[config.mk]
export PLATFORM = sky130hd
export DESIGN_NAME = pief_top
export DESIGN_NICKNAME = d
export VERILOG_FILES = /design/src/pief_pkg.sv /design/src/pief_flag.sv /design/src/pief_top.sv
export SDC_FILE = /design/constraint.sdc
export NUM_CORES = 1
export LEC_CHECK = 0
export BUFFER_PORTS_ARGS = -buffer_cell sky130_fd_sc_hd__buf_2
export CORE_MARGIN = 2
export CORE_UTILIZATION = 26
export CTS_BUF_LIST = sky130_fd_sc_hd__clkbuf_4 sky130_fd_sc_hd__clkbuf_8
export CTS_CLUSTER_SIZE = 8
export DETAILED_ROUTE_END_ITERATION = 8
export PLACE_DENSITY_LB_ADDON = 0.3
export REMOVE_ABC_BUFFERS = 1
export SYNTH_ARGS = -nofsm -noshare
export SYNTH_HDL_FRONTEND = slang
export SYNTH_SLANG_ARGS = --single-unit
export TNS_END_PERCENT = 20
[constraint.sdc]
create_clock -name clk -period 1.85 [get_ports clk]
set_input_delay 0.2775 -clock clk [delete_from_list [all_inputs] [get_ports clk]]
set_output_delay 0.2775 -clock clk [all_outputs]
set_load 0.01 [all_outputs]
[src/pief_pkg.sv]
package pief_pkg;

	// ----------------------------------------
	// Register map
	// ----------------------------------------
	localparam logic [3:0] PIEF_ADDR_EN2     = 4'h0;
	localparam logic [3:0] PIEF_ADDR_REQ1    = 4'h1;
	localparam logic [3:0] PIEF_ADDR_MASTER  = 4'h2;
	localparam logic [3:0] PIEF_ADDR_STATUS  = 4'h3;

	// ----------------------------------------
	// Field positions
	// ----------------------------------------
	localparam int PIEF_EN_OSC_FAIL   = 7;
	localparam int PIEF_EN_CMP_B      = 6;
	localparam int PIEF_EN_CMP_A      = 5;
	localparam int PIEF_EN_NVM        = 4;
	localparam int PIEF_EN_BUS_COLL   = 3;
	localparam int PIEF_EN_LOW_POWER  = 2;
	localparam int PIEF_EN_CAPCOMP_B  = 0;

	localparam int PIEF_RQ_CONV_DONE  = 6;
	localparam int PIEF_RQ_RX_FULL    = 5;
	localparam int PIEF_RQ_TX_EMPTY   = 4;
	localparam int PIEF_RQ_SYNC_SER   = 3;
	localparam int PIEF_RQ_CAPCOMP_A  = 2;
	localparam int PIEF_RQ_TIMER_B    = 1;
	localparam int PIEF_RQ_TIMER_A    = 0;

	localparam int PIEF_MS_GLOBAL     = 7;
	localparam int PIEF_MS_PERIPH     = 6;

	// ----------------------------------------
	// Masks and reset values
	// ----------------------------------------
	localparam logic [7:0] PIEF_EN2_MASK     = 8'hFD;
	localparam logic [7:0] PIEF_REQ1_MASK    = 8'h7F;
	localparam logic [7:0] PIEF_REQ1_SW_MASK = 8'h4F;
	localparam logic [7:0] PIEF_MASTER_MASK  = 8'hC0;
	localparam logic [7:0] PIEF_EN2_RST      = 8'h00;
	localparam logic [7:0] PIEF_REQ1_RST     = 8'h00;
	localparam logic [7:0] PIEF_MASTER_RST   = 8'h00;

	// Width of request-one; seven event flags, bit 7 reads zero
	localparam int PIEF_NUM_EVT = 8;

endpackage

[src/pief_flag.sv]
`timescale 1ns/100ps

// Sticky flag: event set wins over software clear
module pief_flag
	import pief_pkg::*;
(
	input  wire logic clk,
	input  wire logic arst_n,
	input  wire logic set,
	input  wire logic clr,
	output logic      q
);

	always_ff @(posedge clk or negedge arst_n) begin
		if (!arst_n) begin
			q <= 1'b0;
		end else if (set) begin
			q <= 1'b1;
		end else if (clr) begin
			q <= 1'b0;
		end
	end

endmodule

[src/pief_top.sv]
// Chosen here: the Avalon-MM interface to the registers and the address map.
`timescale 1ns/100ps

module pief_top
	import pief_pkg::*;
(
	input  wire logic       clk,
	input  wire logic       arst_n,
	// Avalon-MM slave, word addresses
	input  wire logic [3:0] avs_address,
	input  wire logic       avs_read,
	input  wire logic       avs_write,
	input  wire logic [31:0] avs_writedata,
	input  wire logic [3:0] avs_byteenable,
	output logic [31:0]     avs_readdata,
	output logic            avs_waitrequest,
	// Event pulses from peripherals, same clock
	input  wire logic       evt_conversion_done,
	input  wire logic       evt_sync_serial,
	input  wire logic       evt_capcomp_a,
	input  wire logic       evt_timer_b_match,
	input  wire logic       evt_timer_a_overflow,
	// Serial buffer state from the async serial port
	input  wire logic       serial_rx_full_set,
	input  wire logic       serial_rx_data_reg_read,
	input  wire logic       serial_tx_empty_set,
	input  wire logic       serial_tx_data_reg_write,
	// Second request register flags, owned elsewhere
	input  wire logic [7:0] periph_irq_request_two,
	// Requests out
	output logic            periph_irq_req,
	output logic            cpu_irq_req
);

	// ----------------------------------------
	// Bus handshake: one wait cycle per access
	// ----------------------------------------
	logic        ack_r;
	logic        acc;
	logic        wr_hit;
	logic [7:0]  wdata;

	assign acc    = (avs_read | avs_write) & ~ack_r;
	assign wdata  = avs_writedata[7:0];
	// Writes land at the edge that sees waitrequest low
	assign wr_hit = avs_write & ack_r & avs_byteenable[0];

	always_ff @(posedge clk or negedge arst_n) begin
		if (!arst_n) begin
			ack_r <= 1'b0;
		end else begin
			ack_r <= acc;
		end
	end

	always_ff @(posedge clk or negedge arst_n) begin
		if (!arst_n) begin
			avs_waitrequest <= 1'b1;
		end else begin
			avs_waitrequest <= ~acc;
		end
	end

	function automatic logic wr_to(input logic [3:0] a);
		wr_to = wr_hit && (avs_address == a);
	endfunction

	// Pending term shared by both request outputs
	function automatic logic pending(
		input logic [7:0] rq2,
		input logic [7:0] en2,
		input logic [7:0] rq1
	);
		pending = (|(rq2 & en2)) | (|rq1);
	endfunction

	// ----------------------------------------
	// Enable-two and master registers
	// ----------------------------------------
	logic [7:0] periph_irq_enable_two_r;
	logic [7:0] master_r;

	always_ff @(posedge clk or negedge arst_n) begin
		if (!arst_n) begin
			periph_irq_enable_two_r <= PIEF_EN2_RST;
		end else if (wr_to(PIEF_ADDR_EN2)) begin
			periph_irq_enable_two_r <= wdata & PIEF_EN2_MASK;
		end
	end

	always_ff @(posedge clk or negedge arst_n) begin
		if (!arst_n) begin
			master_r <= PIEF_MASTER_RST;
		end else if (wr_to(PIEF_ADDR_MASTER)) begin
			master_r <= wdata & PIEF_MASTER_MASK;
		end
	end

	// ----------------------------------------
	// Request-one flags
	// ----------------------------------------
	logic [7:0] req1;
	logic [7:0] set_vec;
	logic [7:0] clr_vec;
	logic       wr_req1;

	assign wr_req1 = wr_to(PIEF_ADDR_REQ1);

	always_comb begin
		set_vec = 8'h00;
		clr_vec = 8'h00;
		// events set flags with no enable qualification
		set_vec[PIEF_RQ_CONV_DONE] = evt_conversion_done;
		set_vec[PIEF_RQ_RX_FULL]   = serial_rx_full_set;
		set_vec[PIEF_RQ_TX_EMPTY]  = serial_tx_empty_set;
		set_vec[PIEF_RQ_SYNC_SER]  = evt_sync_serial;
		set_vec[PIEF_RQ_CAPCOMP_A] = evt_capcomp_a;
		set_vec[PIEF_RQ_TIMER_B]   = evt_timer_b_match;
		set_vec[PIEF_RQ_TIMER_A]   = evt_timer_a_overflow;
		// Software clears only writable flags written to zero
		clr_vec = {8{wr_req1}} & ~wdata & PIEF_REQ1_SW_MASK;
		clr_vec[PIEF_RQ_RX_FULL]  = serial_rx_data_reg_read;
		clr_vec[PIEF_RQ_TX_EMPTY] = serial_tx_data_reg_write;
	end

	genvar g;
	generate
		for (g = 0; g < PIEF_NUM_EVT - 1; g++) begin : g_flag
			pief_flag u_flag (
				.clk    (clk),
				.arst_n (arst_n),
				.set    (set_vec[g]),
				.clr    (clr_vec[g]),
				.q      (req1[g])
			);
		end
	endgenerate

	assign req1[7] = 1'b0;

	// ----------------------------------------
	// Interrupt requests
	// ----------------------------------------
	// Neighbouring enable-one is not held here; request-one flags use
	// the status of their own peripheral enable outside this block.
	always_ff @(posedge clk or negedge arst_n) begin
		if (!arst_n) begin
			periph_irq_req <= 1'b0;
		end else begin
			periph_irq_req <= pending(periph_irq_request_two,
				periph_irq_enable_two_r, req1);
		end
	end

	always_ff @(posedge clk or negedge arst_n) begin
		if (!arst_n) begin
			cpu_irq_req <= 1'b0;
		end else begin
			cpu_irq_req <= master_r[PIEF_MS_GLOBAL]
				& master_r[PIEF_MS_PERIPH]
				& pending(periph_irq_request_two,
				periph_irq_enable_two_r, req1);
		end
	end

	// ----------------------------------------
	// Read data
	// ----------------------------------------
	always_ff @(posedge clk or negedge arst_n) begin
		if (!arst_n) begin
			avs_readdata <= 32'h0000_0000;
		end else if (avs_read & ~ack_r) begin
			unique case (avs_address)
				PIEF_ADDR_EN2:    avs_readdata <= {24'h000000,
					periph_irq_enable_two_r};
				PIEF_ADDR_REQ1:   avs_readdata <= {24'h000000, req1};
				PIEF_ADDR_MASTER: avs_readdata <= {24'h000000, master_r};
				PIEF_ADDR_STATUS: avs_readdata <= {30'h0000000,
					cpu_irq_req, periph_irq_req};
				default:          avs_readdata <= 32'h0000_0000;
			endcase
		end
	end

endmodule

==> results by group, run 1 <==
Run status
  – Status: finished, final reports clean

Clock tree
  – CTS tree: yes
  – Cts repair resizes: 0
  – Setup bufs post-CTS: 0
  – CTS Sinks: 28
  – Hold_buf cts: 0
  – Worst-path clk slew: 100 ps
  – H-Tree Depth: 1
  – Worst skew pair latency: 270 ps
  – CTS Buffer Depth: 2
  – Root buf cell: clkbuf_8
  – Total CTS buffers: 3

Drt
  – Via Count: 1008
  – Post-DRT Antenna Nets: 0
  – Post-DR wirelength/cell: 12.8 µm
  – Final wirelength: 3110 µm
  – DRC: 0
  – Drt pass-1 iters: 4
  – Mean number of vias per cell: 4.15
  – DRT iter0 DRCs: 51

Die
  – Die extent in x: 78.8 µm
  – Die area: 6210 µm²
  – Num ports: 96
  – Die height: 78.8 µm
  – # rows: 27
  – Core Region: 5440 µm²
  – Initial Util: 26.8%

Placement
  – RePlAce Congestion: 0.757
  – Post-detail-place hpwl: 2460 µm
  – Post-placement cell count: 239
  – I/O Buffers: 43

Setup path
  – Worst-path fanout max: 7
  – Req. time, crit path: 2020 ps
  – Worst r2r dst: master_r[7]
  – CP startpoint kind: flop
  – Worst R2R Setup Slack: 320 ps
  – Crit. End Element: flop
  – R2r startpoint: ack_r
  – Worst r2r path cells: 3
  – Critical Path AT: 1700 ps
  – Crit Path Class: flop to flop

Final layout
  – Area delta synth->final: 18.3%
  – Filler cells: 568
  – Layout cells sized above 1: 38.6%
  – N_diodes: 0
  – Non-filler instance count after layout: 243
  – Nets: 233

STA
  – Setup Skew: 5.92 ps
  – Final hold viol count: 0
  – Least-Margin Pin Slew: 633 ps
  – Slew margin rel.: 57.8%
  – Fin crit period: 1530 ps
  – Slew Limit Fails: 0
  – WHS: 13.3 ps
  – Crit share post-route: 82.6%
  – Final setup vio count: 0
  – RSZ-0062 raised after global routing: false
  – Max Freq: 655 MHz
  – Setup TNS: 0 ps

Logic synthesis
  – Synth cell types: 37
  – Post-Syn Area: 1460 µm²
  – Cells after synthesis: 126
  – Area contributors post-synth: dfrtp_1, buf_4, mux2_2
  – Top-count cell post-synth: dfrtp_1
  – Asr flop ratio synth: 100%
  – Synth Flop Type: dfrtp_1
  – Post-Syn Area per Cell: 11.5 µm²
  – Synth top area share: 46.4%
  – Most common library cells after synthesis: dfrtp_1, buf_4, o31ai_1, mux2_2
  – Post-synth EDFFs: 0
  – Yosys top cell by area: dfrtp_1
  – YS warnings: 0
  – Number of synthesized register bits: 28
  – Seq/Total Area, Yosys: 48.2%

Global route
  – Global-route wire length before repair: 5050 µm
  – Total gr overflow: 0
  – Initial antenna violation count: 0
  – Largest net degree at the start of global routing: 29
  – Vias in the first global route: 1016
  – GRT Total Usage: 10.5%

Pwr
  – Sequential Power Share: 54.0%
  – Total net switching power: 338 µW
  – Comb pwr share: 16.5%
  – Leakage: 0.839 nW
  – Sw Ratio: 26.3%
  – Pwr Density: 746 nW/µm²
  – Power Total: 1.28 mW
  – Clock share of power: 29.5%
  – VDD IR max: 0.281 mV
  – Cell-internal power: 947 µW

Min path
  – HP Class: input pin to async pin

Job
  – Max cap viols: 0
==> cell families after synthesis <==
family | share of synthesized area (%)
flip-flops | 48.2
other | 0.258
buffers and inverters | 14.4
multiplexers | 12.4
AND/OR/NAND/NOR | 13.2
AO/OA/AOI/OAI | 11.5
==> routing by layer <==
layer,vias to the layer above,part of all wire (%),global-route usage [%]
met2,38,47,16.4
met3,2,6.1,2.27
met1,472,46,14.3
met5,-,0,0
met4,0,0.64,3.97
li1,496,-,-
==> sequential cells by signal, summed over array words and instances, names as in the netlist <==
name                     count
avs_waitrequest              1
g_flag.u_flag.q              7
master_r                     2
periph_irq_req               1
ack_r                        1
cpu_irq_req                  1
avs_readdata                 8
periph_irq_enable_two_r      7
==> metrics by stage <==
stage / setup WS, ps / area [µm²] / util [%]
4_1_cts: 294 / 1720 / 31.7
3_5_place_dp: 221 / 1670 / 30.6
3_3_place_gp: 230 / 1670 / 30.6
2_1_floorplan: 403 / 1350 / -
6_report: 322 / 1720 / 31.7
5_1_grt: 249 / 1720 / 31.7
==> cells in the final DEF (no fill, tap or decap), drive strengths merged, types with 2 or more instances in the layout <==
cell	count
clkbuf	4
mux2	10
nor4	2
nand2	6
nand2b	6
or4	2
a22o	2
mux2i	6
a21o	2
dfrtp	27
a21oi	2
nand3	3
buf	45
conb	24
inv	4
o31ai	9
or2	2
==> layout make-up <==
type                       instances  area [µm²]  area share (%)
sequential                        28         702            40.8
multi-input combinational         90         629            36.6
timing repair buffer              45         230            13.4
tap                               72        90.1            5.23
clock buffer                       4        55.1            3.20
inverter                           4        15.0           0.872
==> power groups by stage <==
| stage | Sequential (mW) | Combinational (mW) | Clock, mW |
|---|---|---|---|
| after floorplan | 0.703 | 0.115 | 0 |
| after global placement | 0.708 | 0.212 | 0 |
| after detailed placement | 0.708 | 0.215 | 0 |
| after CTS | 0.696 | 0.216 | 0.390 |
| after global routing | 0.702 | 0.239 | 0.414 |
| final | 0.694 | 0.212 | 0.379 |
==> worst max path at each step <==
stage | startpoint | endpoint | slack [ps]
finish | ack_r | master_r[7] | 320
global route | ack_r | master_r[6] | 250
CTS | ack_r | master_r[7] | 290
detailed placement | avs_address[3] | master_r[7] | 220
global placement | avs_address[3] | master_r[7] | 230
floorplan | avs_address[3] | master_r[6] | 400
==> worst max-delay path: stages (launching register included) <==
cell and delay, ps:
dfrtp_1 400, nand3_2 210, or4_4 500, mux2_4 310
Note: power is estimated with default switching activity, not from simulation.
==> inputs of run 2 (changes only) <==
Settings changed: ABC_AREA set to 1.
Clock period 1.85 ns to 1.3 ns, I/O delays scaled along.
==> results by group, run 2 <==
Run status
  – Status: finished, final reports clean

Clock tree
  – CTS Buffer Depth: 2
  – CTS Sinks: 28
  – Cts repair resizes: 0
  – H-Tree Depth: 1
  – Worst-path clk slew: 90 ps
  – Worst skew pair latency: 270 ps
  – CTS tree: yes
  – Root buf cell: clkbuf_8
  – Total CTS buffers: 3

Logic synthesis
  – Synth Flop Type: dfrtp_1
  – Seq/Total Area, Yosys: 44.8%
  – Synth top area share: 43.1%
  – Synth cell types: 21
  – Top-count cell post-synth: nand2_1
  – YS warnings: 0
  – Post-Syn Area per Cell: 7.72 µm²
  – Yosys top cell by area: dfrtp_1
  – Cells after synthesis: 203
  – Asr flop ratio synth: 100%
  – Post-synth EDFFs: 0
  – Post-Syn Area: 1570 µm²
  – Number of synthesized register bits: 28
  – Area contributors post-synth: dfrtp_1, nand2_1, buf_4
  – Most common library cells after synthesis: nand2_1, dfrtp_1, buf_4, inv_1, nand3_1

Die
  – Initial Util: 26.6%
  – Die extent in x: 81.7 µm
  – # rows: 28
  – Core Region: 5890 µm²
  – Num ports: 96
  – Die height: 81.7 µm
  – Die area: 6670 µm²

Global route
  – Global-route wire length before repair: 5820 µm
  – Vias in the first global route: 1223
  – GRT Total Usage: 11.4%
  – Largest net degree at the start of global routing: 29
  – Initial antenna violation count: 0
  – Total gr overflow: 0

Placement
  – Post-detail-place hpwl: 2870 µm
  – I/O Buffers: 43
  – RePlAce Congestion: 0.743

Drt
  – Metal3 WL: 217 µm
  – Met1 Wirelength: 1630 µm
  – WL met2: 1640 µm
  – Post-DRT Antenna Nets: 0
  – Final wirelength: 3500 µm
  – Mean number of vias per cell: 3.94
  – Highest metal used: met4
  – DRT iter0 DRCs: 23
  – Drt pass-1 iters: 4
  – DRC: 0
  – Via Count: 1289
  – Post-DR wirelength/cell: 10.7 µm

Setup path
  – Crit. End Element: flop
  – Worst-path fanout max: 11
  – Req. time, crit path: 1500 ps
  – Worst r2r path cells: 4
  – CP startpoint kind: flop
  – Critical Path AT: 1340 ps
  – Crit Path Class: flop to flop

STA
  – Fin crit period: 1140 ps
  – Slew Limit Fails: 0
  – Final hold viol count: 0
  – Least-Margin Pin Slew: 644 ps
  – RSZ-0062 raised after global routing: false
  – Final setup vio count: 0
  – Max Freq: 877 MHz
  – Slew margin rel.: 57.1%
  – Setup TNS: 0 ps
  – Crit share post-route: 87.7%
  – Setup Skew: 2.34 ps

Final layout
  – Nets: 314
  – Most common cell after layout, fill and taps aside: nand2_1
  – Top Registers: avs_readdata (8), g_flag.u_flag.q (7), periph_irq_enable_two_r (7)
  – N_diodes: 0
  – Final Core Density: 31.5%
  – Layout cells sized above 1: 25.8%
  – Number of flip-flops under the largest register name: 8
  – Area delta synth->final: 18.4%
  – Commonest cells after routing, fill and taps aside: nand2_1, buf_2, dfrtp_1
  – Biggest register: avs_readdata

Min path
  – HP Class: input pin to flop
  – Worst Hold Depth: 2

Job
  – Max cap viols: 0

Pwr
  – VDD IR max: 0.356 mV
  – Pwr Density: 991 nW/µm²
  – Leakage: 1.08 nW
run 2: power breakdown:
group / internal, mW / total, mW / switching [mW]
sequential: 0.948 / 1.00 / 0.0547
combinational: 0.125 / 0.328 / 0.203
clock: 0.241 / 0.507 / 0.267
total: 1.31 / 1.84 / 0.525
run 2: metrics by stage:
step,power (mW),hold WS (ps),setup WS (ps),cells,area (µm²)
after floorplan,1.19,-101,279,200,1460
after global placement,1.34,254,144,322,1800
after detailed placement,1.35,259,110,322,1800
after CTS,1.87,82.8,143,327,1860
after global routing,1.97,78.6,79.5,327,1860
final,1.84,89.1,159,327,1860
run 2: repair_timing:
item / CTS / global route
hold buffers: 1 / 0
hold endpoints to repair: 27 / 0
buffers inserted: 0 / 0
run 2: layout make-up:
type / instances / area (µm²)
well taps: 75 / 93.8
fillers: 670 / 4030
flip-flops and latches: 28 / 702
repair buffers: 48 / 255
inverters: 22 / 82.6
multi-input cells: 150 / 673
clock buffers: 4 / 48.8
run 2: final timing paths:
path / startpoint / end / slack [ps]
worst max-delay path: ack_r / periph_irq_enable_two_r[0] / 160
worst max register to register: ack_r / periph_irq_enable_two_r[0] / 160
max in group asynchronous: arst_n / master_r[6] / 400
min in group asynchronous: arst_n / avs_readdata[6] / 470
worst min-delay path: serial_rx_data_reg_read / g_flag[5].u_flag.q / 90
worst min register to register: avs_readdata[6] / avs_readdata[6] / 480
run 2: layer usage:
metal	vias to the layer above	track usage (%)
met1	577	15.0
met3	2	2.75
met5	-	0
met2	44	19.6
met4	0	1.50
li1	666	-
run 2: kinds of logic after synthesis:
family / Yosys count / synth area share, %
flops: 28 / 44.8
buf+inv: 48 / 17.8
simple gates: 113 / 32.0
other cells: 1 / 0.239
compound gates: 13 / 5.19
run 2: critical path, cell delays in order (launching register included):
cell and delay (ps):
dfrtp_1 400, nand3_2 160, nor2_4 310, nor2_1 70, a21oi_1 130
==> inputs of run 3 (changes only) <==
Settings changed: CELL_PAD_IN_SITES_DETAIL_PLACEMENT set to 0, CELL_PAD_IN_SITES_GLOBAL_PLACEMENT set to 1.
==> results by group, run 3 (same netlist as run 2, synthesis figures left out) <==
Run status
  – Status: finished, final reports clean

Setup path
  – Worst r2r path cells: 4
  – Critical-path cell with the highest stage delay: dfrtp_1
  – Slowest Stage Delay on Critical Path: 400 ps
  – Crit Path Class: flop to flop
  – CP startpoint kind: flop
  – Req. time, crit path: 1510 ps
  – CP Cell Sequence: nand3_2, nor2_4, nor2_1, a21oi_2
  – Crit. End Element: flop
  – Critical Path AT: 1330 ps
  – Worst-path fanout max: 11

Die
  – Num ports: 96
  – Core Region: 5890 µm²
  – Die area: 6670 µm²
  – Die extent in x: 81.7 µm
  – Die height: 81.7 µm
  – Initial Util: 26.6%
  – # rows: 28

Min path
  – Worst Hold Depth: 2
  – HP Class: input pin to flop

Final layout
  – Most common cell after layout, fill and taps aside: nand2_1
  – Final Core Density: 32.5%
  – Top Registers: avs_readdata (8), g_flag.u_flag.q (7), periph_irq_enable_two_r (7)
  – N_diodes: 0
  – Biggest register: avs_readdata
  – Layout cells sized above 1: 26.7%
  – Commonest cells after routing, fill and taps aside: nand2_1, buf_2, dfrtp_1
  – Number of flip-flops under the largest register name: 8
  – Area delta synth->final: 22.0%
  – Nets: 317
  – Post-route cell area: 1910 µm²

Global route
  – GRT Total Usage: 11.2%
  – Initial antenna violation count: 0
  – Largest net degree at the start of global routing: 17
  – Vias in the first global route: 1179
  – Global-route wire length before repair: 5640 µm
  – Total gr overflow: 0

Clock tree
  – Setup bufs post-CTS: 0
  – Worst-path clk slew: 100 ps
  – H-Tree Depth: 1
  – CTS Sinks: 28
  – CTS tree: yes
  – Cts repair resizes: 0
  – Total CTS buffers: 3
  – Hold_buf cts: 1
  – Root buf cell: clkbuf_8
  – Worst skew pair latency: 270 ps
  – CTS Buffer Depth: 2

STA
  – Setup Skew: 4.94 ps
  – Crit share post-route: 86.6%
  – Final hold viol count: 0
  – Fin crit period: 1130 ps
  – Final setup vio count: 0
  – Setup TNS: 0 ps
  – RSZ-0062 raised after global routing: false
  – Slew Limit Fails: 0
  – Max Freq: 888 MHz
  – Worst setup margin: 174 ps

Job
  – Max cap viols: 0

Drt
  – Drt pass-1 iters: 4
  – DRC: 0
  – Mean number of vias per cell: 3.80
  – Post-DR wirelength/cell: 10.6 µm
  – DRT iter0 DRCs: 29
  – Final wirelength: 3510 µm
  – Via Count: 1255
  – Post-DRT Antenna Nets: 0

Placement
  – Setup WS pre-CTS: 156 ps
  – Post-detail-place hpwl: 2890 µm
  – RePlAce Congestion: 0.746
  – DP Area: 1830 µm²
  – I/O Buffers: 43

Pwr
  – Pwr Density: 1060 nW/µm²
  – Power Total: 2.03 mW
  – Leakage: 1.11 nW
  – VDD IR max: 0.437 mV
## run 3: changes by cell type in the layout (fill, tap and decap cells not counted)
| cell | delta |
|---|---|
| bufinv_16 | +1 |
| buf_12 | +1 |
| clkbuf_4 | -1 |
| buf_4 | +2 |
## run 3: critical path, delay by kind of cell, from the launching register on
kind             cells  cell delay, ps
AND/OR/NAND/NOR      3             550
flip-flops           1             400
AO/OA/AOI/OAI        1             110
## run 3: per-stage QoR
stage	cells	hold slack, ps
4_1_cts	330	77.9
3_5_place_dp	325	137
3_3_place_gp	325	138
5_1_grt	330	86.5
2_1_floorplan	200	-101
6_report	330	85.8
## run 3: metal layers
| layer | global-route usage [%] | part of all wire (%) | routed length (µm) | up-vias |
|---|---|---|---|---|
| met3 | 3.08 | 6.7 | 234 | 5 |
| met2 | 17.7 | 44 | 1530 | 42 |
| li1 | - | - | - | 673 |
| met5 | 0 | 0 | 0 | - |
| met1 | 15.5 | 49 | 1710 | 535 |
| met4 | 2.50 | 0.83 | 29 | 0 |
## run 3: power by group
group | internal [mW] | leakage, nW | switching (mW)
logic | 0.135 | 0.733 | 0.202
registers | 0.948 | 0.339 | 0.0560
clock network | 0.412 | 0.0357 | 0.274
total | 1.50 | 1.11 | 0.532
## run 3: area by class of cell
| type | count | area, µm² |
|---|---|---|
| Fill cell | 687 | 3970 |
| Sequential cell | 28 | 702 |
| Multi-Input combinational cell | 150 | 673 |
| Timing Repair Buffer | 51 | 290 |
| Tap cell | 75 | 93.8 |
| Inverter | 22 | 82.6 |
| Clock buffer | 3 | 41.3 |
| Clock inverter | 1 | 30.0 |
## run 3: final timing paths
check	start	to	slack [ps]
setup / recovery	ack_r	periph_irq_enable_two_r[2]	170
hold / removal	serial_tx_data_reg_write	g_flag[4].u_flag.q	90
setup reg to reg	ack_r	periph_irq_enable_two_r[2]	170
hold reg to reg	avs_readdata[6]	avs_readdata[6]	480
max in group asynchronous	arst_n	periph_irq_enable_two_r[4]	540
min in group asynchronous	arst_n	avs_readdata[7]	360
